--- src/verilog/pot_regs_pkg.sv ---
package pot_regs_pkg;
   localparam int DATA_W = 9;
   localparam int ADDR_W = 4;
   localparam int POTS = 2;
   localparam int TERM_BITS = 4;

   localparam logic [3:0] A_VWIPER0 = 4'h0;
   localparam logic [3:0] A_VWIPER1 = 4'h1;
   localparam logic [3:0] A_NVWIPER0 = 4'h2;
   localparam logic [3:0] A_NVWIPER1 = 4'h3;
   localparam logic [3:0] A_TERMINAL_CONNECT_CTRL = 4'h4;
   localparam logic [3:0] A_STATUS = 4'h5;
   localparam logic [3:0] A_GP_FIRST = 4'h6;

   localparam int ST_WP_BIT = 0;
   localparam int ST_LOCK0_BIT = 1;
   localparam int ST_NVWIP_BIT = 3;
   localparam int ST_RSVD_LSB = 4;
   localparam logic [4:0] ST_RSVD_ONES = 5'h1f;

   localparam int TERMINAL_CONNECT_CTRL_GC_BIT = 8;
   localparam logic [8:0] TERMINAL_CONNECT_CTRL_RESET = 9'h1ff;

   typedef enum logic [1:0] {CMD_WRITE, CMD_READ, CMD_INC, CMD_DEC} cmd_e;

   typedef struct packed {
      logic valid;
      cmd_e op;
      logic [3:0] addr;
      logic [8:0] data;
   } cmd_s;

   typedef struct packed {
      logic valid;
      logic refused;
      logic hit;
      logic [8:0] data;
   } resp_s;

   typedef struct packed {
      logic [1:0] lock;
      logic wp;
   } nv_cfg_s;

   typedef struct packed {
      logic [1:0] we;
      cmd_e op;
      logic [8:0] data;
   } wiper_s;

   typedef struct packed {
      logic we;
      logic [3:0] addr;
      logic [8:0] data;
   } nv_wr_s;
endpackage

--- src/verilog/volatile_status_terminal_regs.sv ---
`timescale 1ns/1ps
// Functional notes
// [RQ1] status word sits at address 05h, readable, never written directly
// [RQ2] status bits 8 to 4 always read as ones
// [RQ3] status bit 3 shows non-volatile write in progress, zero after reset
// [RQ4] while writing non-volatile, only addresses 00h 01h 04h 05h are served
// [RQ5] network-1 lock blocks its wipers and its four terminal bits only
// [RQ6] network-0 lock blocks its wipers and its four terminal bits
// [RQ7] lock bits follow last lock programming and reload after reset
// [RQ8] ordinary writes never change lock or protect bits; only high-voltage programming
// [RQ9] status bit 0 is protect pin OR internal protect bit
// [RQ10] protection refuses every non-volatile write, wipers and general purpose
// [RQ11] protection never blocks volatile wiper or terminal word changes
// [RQ12] eight terminal connect controls, four per network, each separate
// [RQ13] new terminal word reaches the terminals only after its command completes
// [RQ14] terminal word resets to 1FFh, all terminals connected
// [RQ15] host rewrites the terminal word after it detects a reset
// [RQ16] one terminal word bit enables general call acceptance
// [RQ17] terminal changes leave stored wiper values untouched
// [RQ18] bit 8 general call, bits 7-4 network 1, bits 3-0 network 0
// [RQ19] writes to locked or protected locations complete quietly with no change
module volatile_status_terminal_regs #(
   parameter int DATA_W = pot_regs_pkg::DATA_W
) (
   input wire logic clk,
   input wire logic reset_n,
   input wire pot_regs_pkg::cmd_s cmd,
   input wire logic cmd_done,
   input wire logic wp_pin_n,
   input wire logic nv_busy,
   input wire pot_regs_pkg::nv_cfg_s nv_cfg,
   input wire logic nv_cfg_done,
   output pot_regs_pkg::resp_s resp,
   output pot_regs_pkg::wiper_s wiper_cmd,
   output pot_regs_pkg::nv_wr_s nv_wr,
   output logic [7:0] terminal_connect,
   output logic general_call_accept_en
);

   typedef struct packed {
      pot_regs_pkg::resp_s resp;
      pot_regs_pkg::wiper_s wiper;
      pot_regs_pkg::nv_wr_s nv;
      logic [8:0] terminal_connect_ctrl;
      logic [8:0] applied;
      logic [1:0] lock;
      logic nv_wp;
      logic busy;
      logic wp_s1;
      logic wp_s2;
      logic loaded;
   } state_s;

   state_s r;
   state_s n;

   generate
      if (DATA_W != pot_regs_pkg::DATA_W) begin : g_bad_width
         $error("register width must be 9");
      end
   endgenerate

   logic protect;
   logic [8:0] status;

   // protect pin is active low; the pin only enters through the second flop
   assign protect = ~r.wp_s2 | r.nv_wp; // [RQ9]

   always_comb begin
      status = '0;
      status[8:pot_regs_pkg::ST_RSVD_LSB] = pot_regs_pkg::ST_RSVD_ONES; // [RQ2]
      status[pot_regs_pkg::ST_NVWIP_BIT] = r.busy; // [RQ3]
      status[pot_regs_pkg::ST_LOCK0_BIT +: 2] = r.lock; // [RQ7]
      status[pot_regs_pkg::ST_WP_BIT] = protect; // [RQ9]
   end

   always_comb begin
      logic vol;
      logic [0:0] pot;
      vol = 1'b0;
      pot = 1'b0;
      n = r;
      n.resp = '0;
      n.wiper.we = 2'b00;
      n.nv.we = 1'b0;
      n.wp_s1 = wp_pin_n;
      n.wp_s2 = r.wp_s1;
      n.busy = nv_busy; // [RQ3]

      // locks and protect change only by reload or high-voltage result
      if (!r.loaded || nv_cfg_done) begin
         n.loaded = 1'b1;
         n.lock = nv_cfg.lock; // [RQ7] [RQ8]
         n.nv_wp = nv_cfg.wp; // [RQ8]
      end

      // terminals see the new word only at command end
      if (cmd_done) begin
         n.applied = r.terminal_connect_ctrl; // [RQ13]
      end

      if (cmd.valid) begin
         vol = (cmd.addr == pot_regs_pkg::A_VWIPER0) || (cmd.addr == pot_regs_pkg::A_VWIPER1) ||
               (cmd.addr == pot_regs_pkg::A_TERMINAL_CONNECT_CTRL) || (cmd.addr == pot_regs_pkg::A_STATUS);
         pot = cmd.addr[0:0];
         n.resp.valid = 1'b1;
         if (r.busy && !vol) begin
            n.resp.refused = 1'b1; // [RQ4]
         end else begin
            unique case (cmd.op)
               pot_regs_pkg::CMD_READ: begin
                  if (cmd.addr == pot_regs_pkg::A_STATUS) begin
                     n.resp.hit = 1'b1;
                     n.resp.data = status; // [RQ1]
                  end else if (cmd.addr == pot_regs_pkg::A_TERMINAL_CONNECT_CTRL) begin
                     n.resp.hit = 1'b1;
                     n.resp.data = r.terminal_connect_ctrl;
                  end
               end
               pot_regs_pkg::CMD_WRITE: begin
                  if (cmd.addr == pot_regs_pkg::A_VWIPER0 ||
                      cmd.addr == pot_regs_pkg::A_VWIPER1) begin
                     // lock gates, protect does not
                     if (!r.lock[pot]) begin // [RQ5] [RQ6] [RQ11] [RQ19]
                        n.wiper.we[pot] = 1'b1;
                        n.wiper.op = cmd.op;
                        n.wiper.data = cmd.data;
                     end
                  end else if (cmd.addr == pot_regs_pkg::A_NVWIPER0 ||
                               cmd.addr == pot_regs_pkg::A_NVWIPER1) begin
                     if (!r.lock[pot] && !protect) begin // [RQ5] [RQ6] [RQ10] [RQ19]
                        n.nv.we = 1'b1;
                        n.nv.addr = cmd.addr;
                        n.nv.data = cmd.data;
                     end
                  end else if (cmd.addr == pot_regs_pkg::A_TERMINAL_CONNECT_CTRL) begin
                     // per network nibble, wiper values are not touched
                     for (int p = 0; p < pot_regs_pkg::POTS; p++) begin
                        if (!r.lock[p]) begin // [RQ5] [RQ6] [RQ11] [RQ12] [RQ17]
                           n.terminal_connect_ctrl[p*pot_regs_pkg::TERM_BITS +: pot_regs_pkg::TERM_BITS] =
                              cmd.data[p*pot_regs_pkg::TERM_BITS +: pot_regs_pkg::TERM_BITS];
                        end
                     end
                     n.terminal_connect_ctrl[pot_regs_pkg::TERMINAL_CONNECT_CTRL_GC_BIT] = cmd.data[pot_regs_pkg::TERMINAL_CONNECT_CTRL_GC_BIT]; // [RQ16]
                  end else if (cmd.addr >= pot_regs_pkg::A_GP_FIRST) begin
                     if (!protect) begin // [RQ10] [RQ19]
                        n.nv.we = 1'b1;
                        n.nv.addr = cmd.addr;
                        n.nv.data = cmd.data;
                     end
                  end
                  // status writes fall through with no effect [RQ1] [RQ8]
               end
               pot_regs_pkg::CMD_INC, pot_regs_pkg::CMD_DEC: begin
                  if ((cmd.addr == pot_regs_pkg::A_VWIPER0 ||
                       cmd.addr == pot_regs_pkg::A_VWIPER1) && !r.lock[pot]) begin // [RQ5] [RQ6] [RQ11]
                     n.wiper.we[pot] = 1'b1;
                     n.wiper.op = cmd.op;
                     n.wiper.data = '0;
                  end
               end
            endcase
         end
      end
   end

   // locks and protect start set so nothing slips past before the reload
   always_ff @(posedge clk or negedge reset_n) begin
      if (!reset_n) begin
         r.resp <= '0;
         r.wiper <= '0;
         r.nv <= '0;
         r.terminal_connect_ctrl <= pot_regs_pkg::TERMINAL_CONNECT_CTRL_RESET; // [RQ14]
         r.applied <= pot_regs_pkg::TERMINAL_CONNECT_CTRL_RESET; // [RQ14]
         r.lock <= 2'b11;
         r.nv_wp <= 1'b1;
         r.busy <= 1'b0; // [RQ3]
         r.wp_s1 <= 1'b0;
         r.wp_s2 <= 1'b0;
         r.loaded <= 1'b0;
      end else begin
         r <= n;
      end
   end

   assign resp = r.resp;
   assign wiper_cmd = r.wiper;
   assign nv_wr = r.nv;
   assign terminal_connect = r.applied[7:0]; // [RQ18]
   assign general_call_accept_en = r.applied[pot_regs_pkg::TERMINAL_CONNECT_CTRL_GC_BIT]; // [RQ16] [RQ18]

endmodule

--- config.mk ---
export PLATFORM = sky130hd
export DESIGN_NAME = volatile_status_terminal_regs
export DESIGN_NICKNAME = d
export VERILOG_FILES = /design/src/verilog/pot_regs_pkg.sv /design/src/verilog/volatile_status_terminal_regs.sv
export SDC_FILE = /design/constraint.sdc
export NUM_CORES = 1
export LEC_CHECK = 0
export BUFFER_PORTS_ARGS = -buffer_cell sky130_fd_sc_hd__buf_4
export CORE_MARGIN = 2
export CORE_UTILIZATION = 58
export CTS_CLUSTER_SIZE = 12
export DETAILED_ROUTE_END_ITERATION = 7
export HOLD_SLACK_MARGIN = 0.03
export PLACE_DENSITY = 0.85
export SLEW_MARGIN = 20
export SYNTH_ARGS = -nofsm -noshare
export SYNTH_HDL_FRONTEND = slang
export SYNTH_SLANG_ARGS = --single-unit
--- constraint.sdc ---
create_clock -name clk -period 3.3 [get_ports clk]
set_input_delay 0.165 -clock clk [delete_from_list [all_inputs] [get_ports clk]]
set_output_delay 0.165 -clock clk [all_outputs]
set_load 0.05 [all_outputs]
==> impl_results.md <==
* Status: finished clean
* Post-layout util at 67.03%
* Post-layout minimum cycle time at 1.908 ns
* Post-synthesis instance total at 300
* Maximum buffer depth of the clock tree at 2
* Slowest stage delay, CP at 0.78 ns
* Crit. Startpoint: cmd[15]
* Total Routing Usage GR at 23.47%
* Filler cell count at 401
* Sink Count at 64
* DRT Pass-1 Iters at 4
* Synth Area in XOR/XNOR at 0%
* Slew margin rel. at 35.22%
* Cell Pwr Density at 539.0 nW/um^2
* Routed len/inst at 17.19 microns
* Reg clk slew, reported paths at 0.07 ns
* Dpl cells at 377
* Fraction of registers with async set/reset at 100.0%
* Largest net degree at the start of global routing at 65
* Final HPWL DP at 4614 microns
* Register area share after synthesis at 50.19%
* Via count at 2284
* Final worst slack at 1.392 ns
* Slew Limit Fails at 0
* Antenna-violating nets left at 0
* #FFs+latches synth at 64
* Total CTS buffers at 9
* Worst-margin pin slew at 0.9697 ns
* Post-synthesis mux area share at 8.873%
* Synthesis warning total at 0
* Adder-cell area share of the yosys netlist at 0%
* Total Nets Final at 345
* CP Data Arrival Time at 2.13 ns
* Global-route wire length before repair at 10840 microns
* Crit-path max FO at 13
* Worst hold path type: in2reg
* Max Freq at 524.1 MHz
* Layout cells sized above 1 at 42.15%
* Number of enable flip-flop cells after synthesis at 0
* Post-Syn Area per Cell at 10.81 sq um
* Clock tree from TritonCTS: done
* Core Area at 5439 sq um
* LEAKAGE at 0.001562 uW
* Fin area at 3646 sq um
* Initial Util at 59.63%
* Slowest cell on crit path: nor4b_2
* Worst Skew at 0.007986 ns
* Port buffer count at 72
* Num ports at 73
* Initial drt markers at 221
* Clk_lat worst skew at 0.34 ns
* WS Path Type: in2reg
* Total gr overflow at 0
* R2r startpoint: r[3]
* Layout Cells excl Fill at 397
* Vias in the first global route at 2146
* Hold Violations, Final at 0
* Root Driver: clkbuf_8
* CTS H-tree lvls at 3
* Maxcap violations at 0
* Initial antenna violation count at 0
* Post-synthesis net count at 325
* Routed vias/inst at 5.753
* Synth cell types at 41
* Post-place setup slack at 1.481 ns
* CP Launch Type: input pin
* Cell Area, Synth at 3243 sq um
* CP endpoint kind: flop
* Worst Setup EP: nv_wr[11]
* N_diodes at 0
* Reg2reg setup slack at 1.45 ns
* Crit-path cells: dlygate4sd3_1, buf_4, nor4b_2, nand2_1, a211o_1
* RD Place Congestion at 0.7699
* Reg2Reg Depth at 3
* Largest family of logic cells by synthesized area: buffers and inverters
* Finish-stage setup viols at 0
* Row Count at 27
* Max VDD drop at 351.2 uV
* Capture point of the worst reg-to-reg path: nv_wr[11]
* Worst endpoint required time at 3.52 ns
* Setup TNS at 0 ns
* Die height at 78.78 microns
* Routed wire length at 6826 microns
* Synth Area in Simple Gates at 12.77%
* Final period util at 57.82%
* Top FF cell, synth: dfrtp_1
* Die area at 6206 sq um
* DRC Markers at 0
* DP Area at 3418 sq um
* Compound-Gate Fraction of Synth Area at 13.43%
* Layout area overhead at 12.42%
* RSZ-0062 raised after global routing: false
* Die W at 78.78 microns
* Gates resized, CTS repair at 0
flip-flops by register name (all words and copies together), names as in the netlist:
| name | flops |
|---|---|
| r | 15 |
| nv_wr | 14 |
| general_call_accept_en | 1 |
| n | 1 |
| terminal_connect | 8 |
| wiper_cmd | 13 |
| resp | 12 |
layout by cell type, fill, tap and decap left out, types with 2 or more instances in the layout:
| cell type | synthesis | routed |
|---|---|---|
| a31oi_1 | 10 | 10 |
| buf_4 | 47 | 72 |
| clkbuf_8 | 0 | 9 |
| clkinv_2 | 0 | 3 |
| clkinvlp_4 | 0 | 2 |
| dfrtp_1 | 43 | 43 |
| dfstp_2 | 21 | 21 |
| dlygate4sd3_1 | 0 | 4 |
| inv_1 | 5 | 5 |
| mux2_2 | 22 | 22 |
| mux2i_1 | 4 | 4 |
| nand2_1 | 16 | 16 |
| nand2b_1 | 3 | 3 |
| nand3_1 | 11 | 11 |
| nand4_1 | 4 | 4 |
| nor2_1 | 21 | 21 |
| nor2b_1 | 3 | 3 |
| nor3_1 | 3 | 3 |
| nor3b_1 | 10 | 10 |
| o211ai_1 | 16 | 16 |
| o21ai_0 | 18 | 18 |
| o31ai_1 | 3 | 3 |
| o41ai_2 | 2 | 2 |
power breakdown:
part	total [uW]	internal [uW]	switching, uW
combinational	421	140	280
clock	641	344	296
sequential	904	862	41.9
total	1970	1350	618
logic make-up (layout without fill, tap and decap cells):
| logic type | after synthesis | in the layout |
|---|---|---|
| simple gates | 77 | 77 |
| buf+inv | 72 | 97 |
| mux | 26 | 26 |
| other cells | 1 | 1 |
| compound gates | 60 | 60 |
| flops | 64 | 64 |
through the flow:
stage	hold WS, ns	power, uW
4_1_cts	0.04067	1973
5_1_grt	0.05259	2037
2_1_floorplan	-0.1306	1250
3_5_place_dp	0.2759	1333
3_3_place_gp	0.2753	1323
6_report	0.05051	1965
cells in the mapped netlist, types with 2 or more instances:
cell type	n	area (sq um)
o21ai_0	18	90.09
a31oi_1	10	62.56
mux2i_1	4	40.04
buf_4	47	352.8
nand3_1	11	55.05
nand2b_1	3	18.77
mux2_2	22	247.7
o211ai_1	16	120.1
nand2_1	16	60.06
inv_1	5	18.77
dfstp_2	21	551.8
o41ai_2	2	32.53
nor3_1	3	15.01
buf_6	3	33.78
clkbuf_1	10	37.54
nor2_1	21	78.83
o31ai_1	3	22.52
buf_1	3	11.26
dfrtp_1	43	1076
buf_2	4	20.02
nor2b_1	3	18.77
nand4_1	4	25.02
nor3b_1	10	75.07
critical path: cells and delay by family:
family	cells	cell delay, ns
buf+inv	2	0.67
simple gates	2	0.97
compound gates	1	0.33
final cells by class:
cell class                      count  area (sq um)  area share, %
Tap cell                           72         90.09          2.471
Inverter                            5         18.77         0.5148
Timing Repair Buffer               76         580.6          15.92
Multi-Input combinational cell    164          1141          31.30
Clock inverter                      6         60.06          1.647
Sequential cell                    64          1628          44.65
Clock buffer                       10         127.6          3.500
worst min path at each step:
stage | from | end | slack [ns] | cells after the start
floorplan | reset_n | n[1] | -0.13 | 0
global placement | wp_pin_n | n[1] | 0.28 | 1
detailed placement | wp_pin_n | n[1] | 0.28 | 1
CTS | nv_cfg[1] | r[5] | 0.04 | 2
global route | nv_cfg[1] | r[5] | 0.05 | 2
finish | nv_cfg[1] | r[5] | 0.05 | 2
layer usage:
| metal | global-route usage [%] | vias to the layer above | routed length (microns) |
|---|---|---|---|
| met4 | 12.98 | 0 | 191 |
| met3 | 5.795 | 17 | 515 |
| met1 | 31.32 | 1118 | 2887 |
| met2 | 35.30 | 94 | 3231 |
| li1 | - | 1055 | - |
| met5 | 0 | - | 0 |
what timing repair did:
item,in CTS,in global routing
setup buffers,0,0
hold endpoints to repair,46,0
hold buffers,4,0
(Power assumes the default switching activity.)
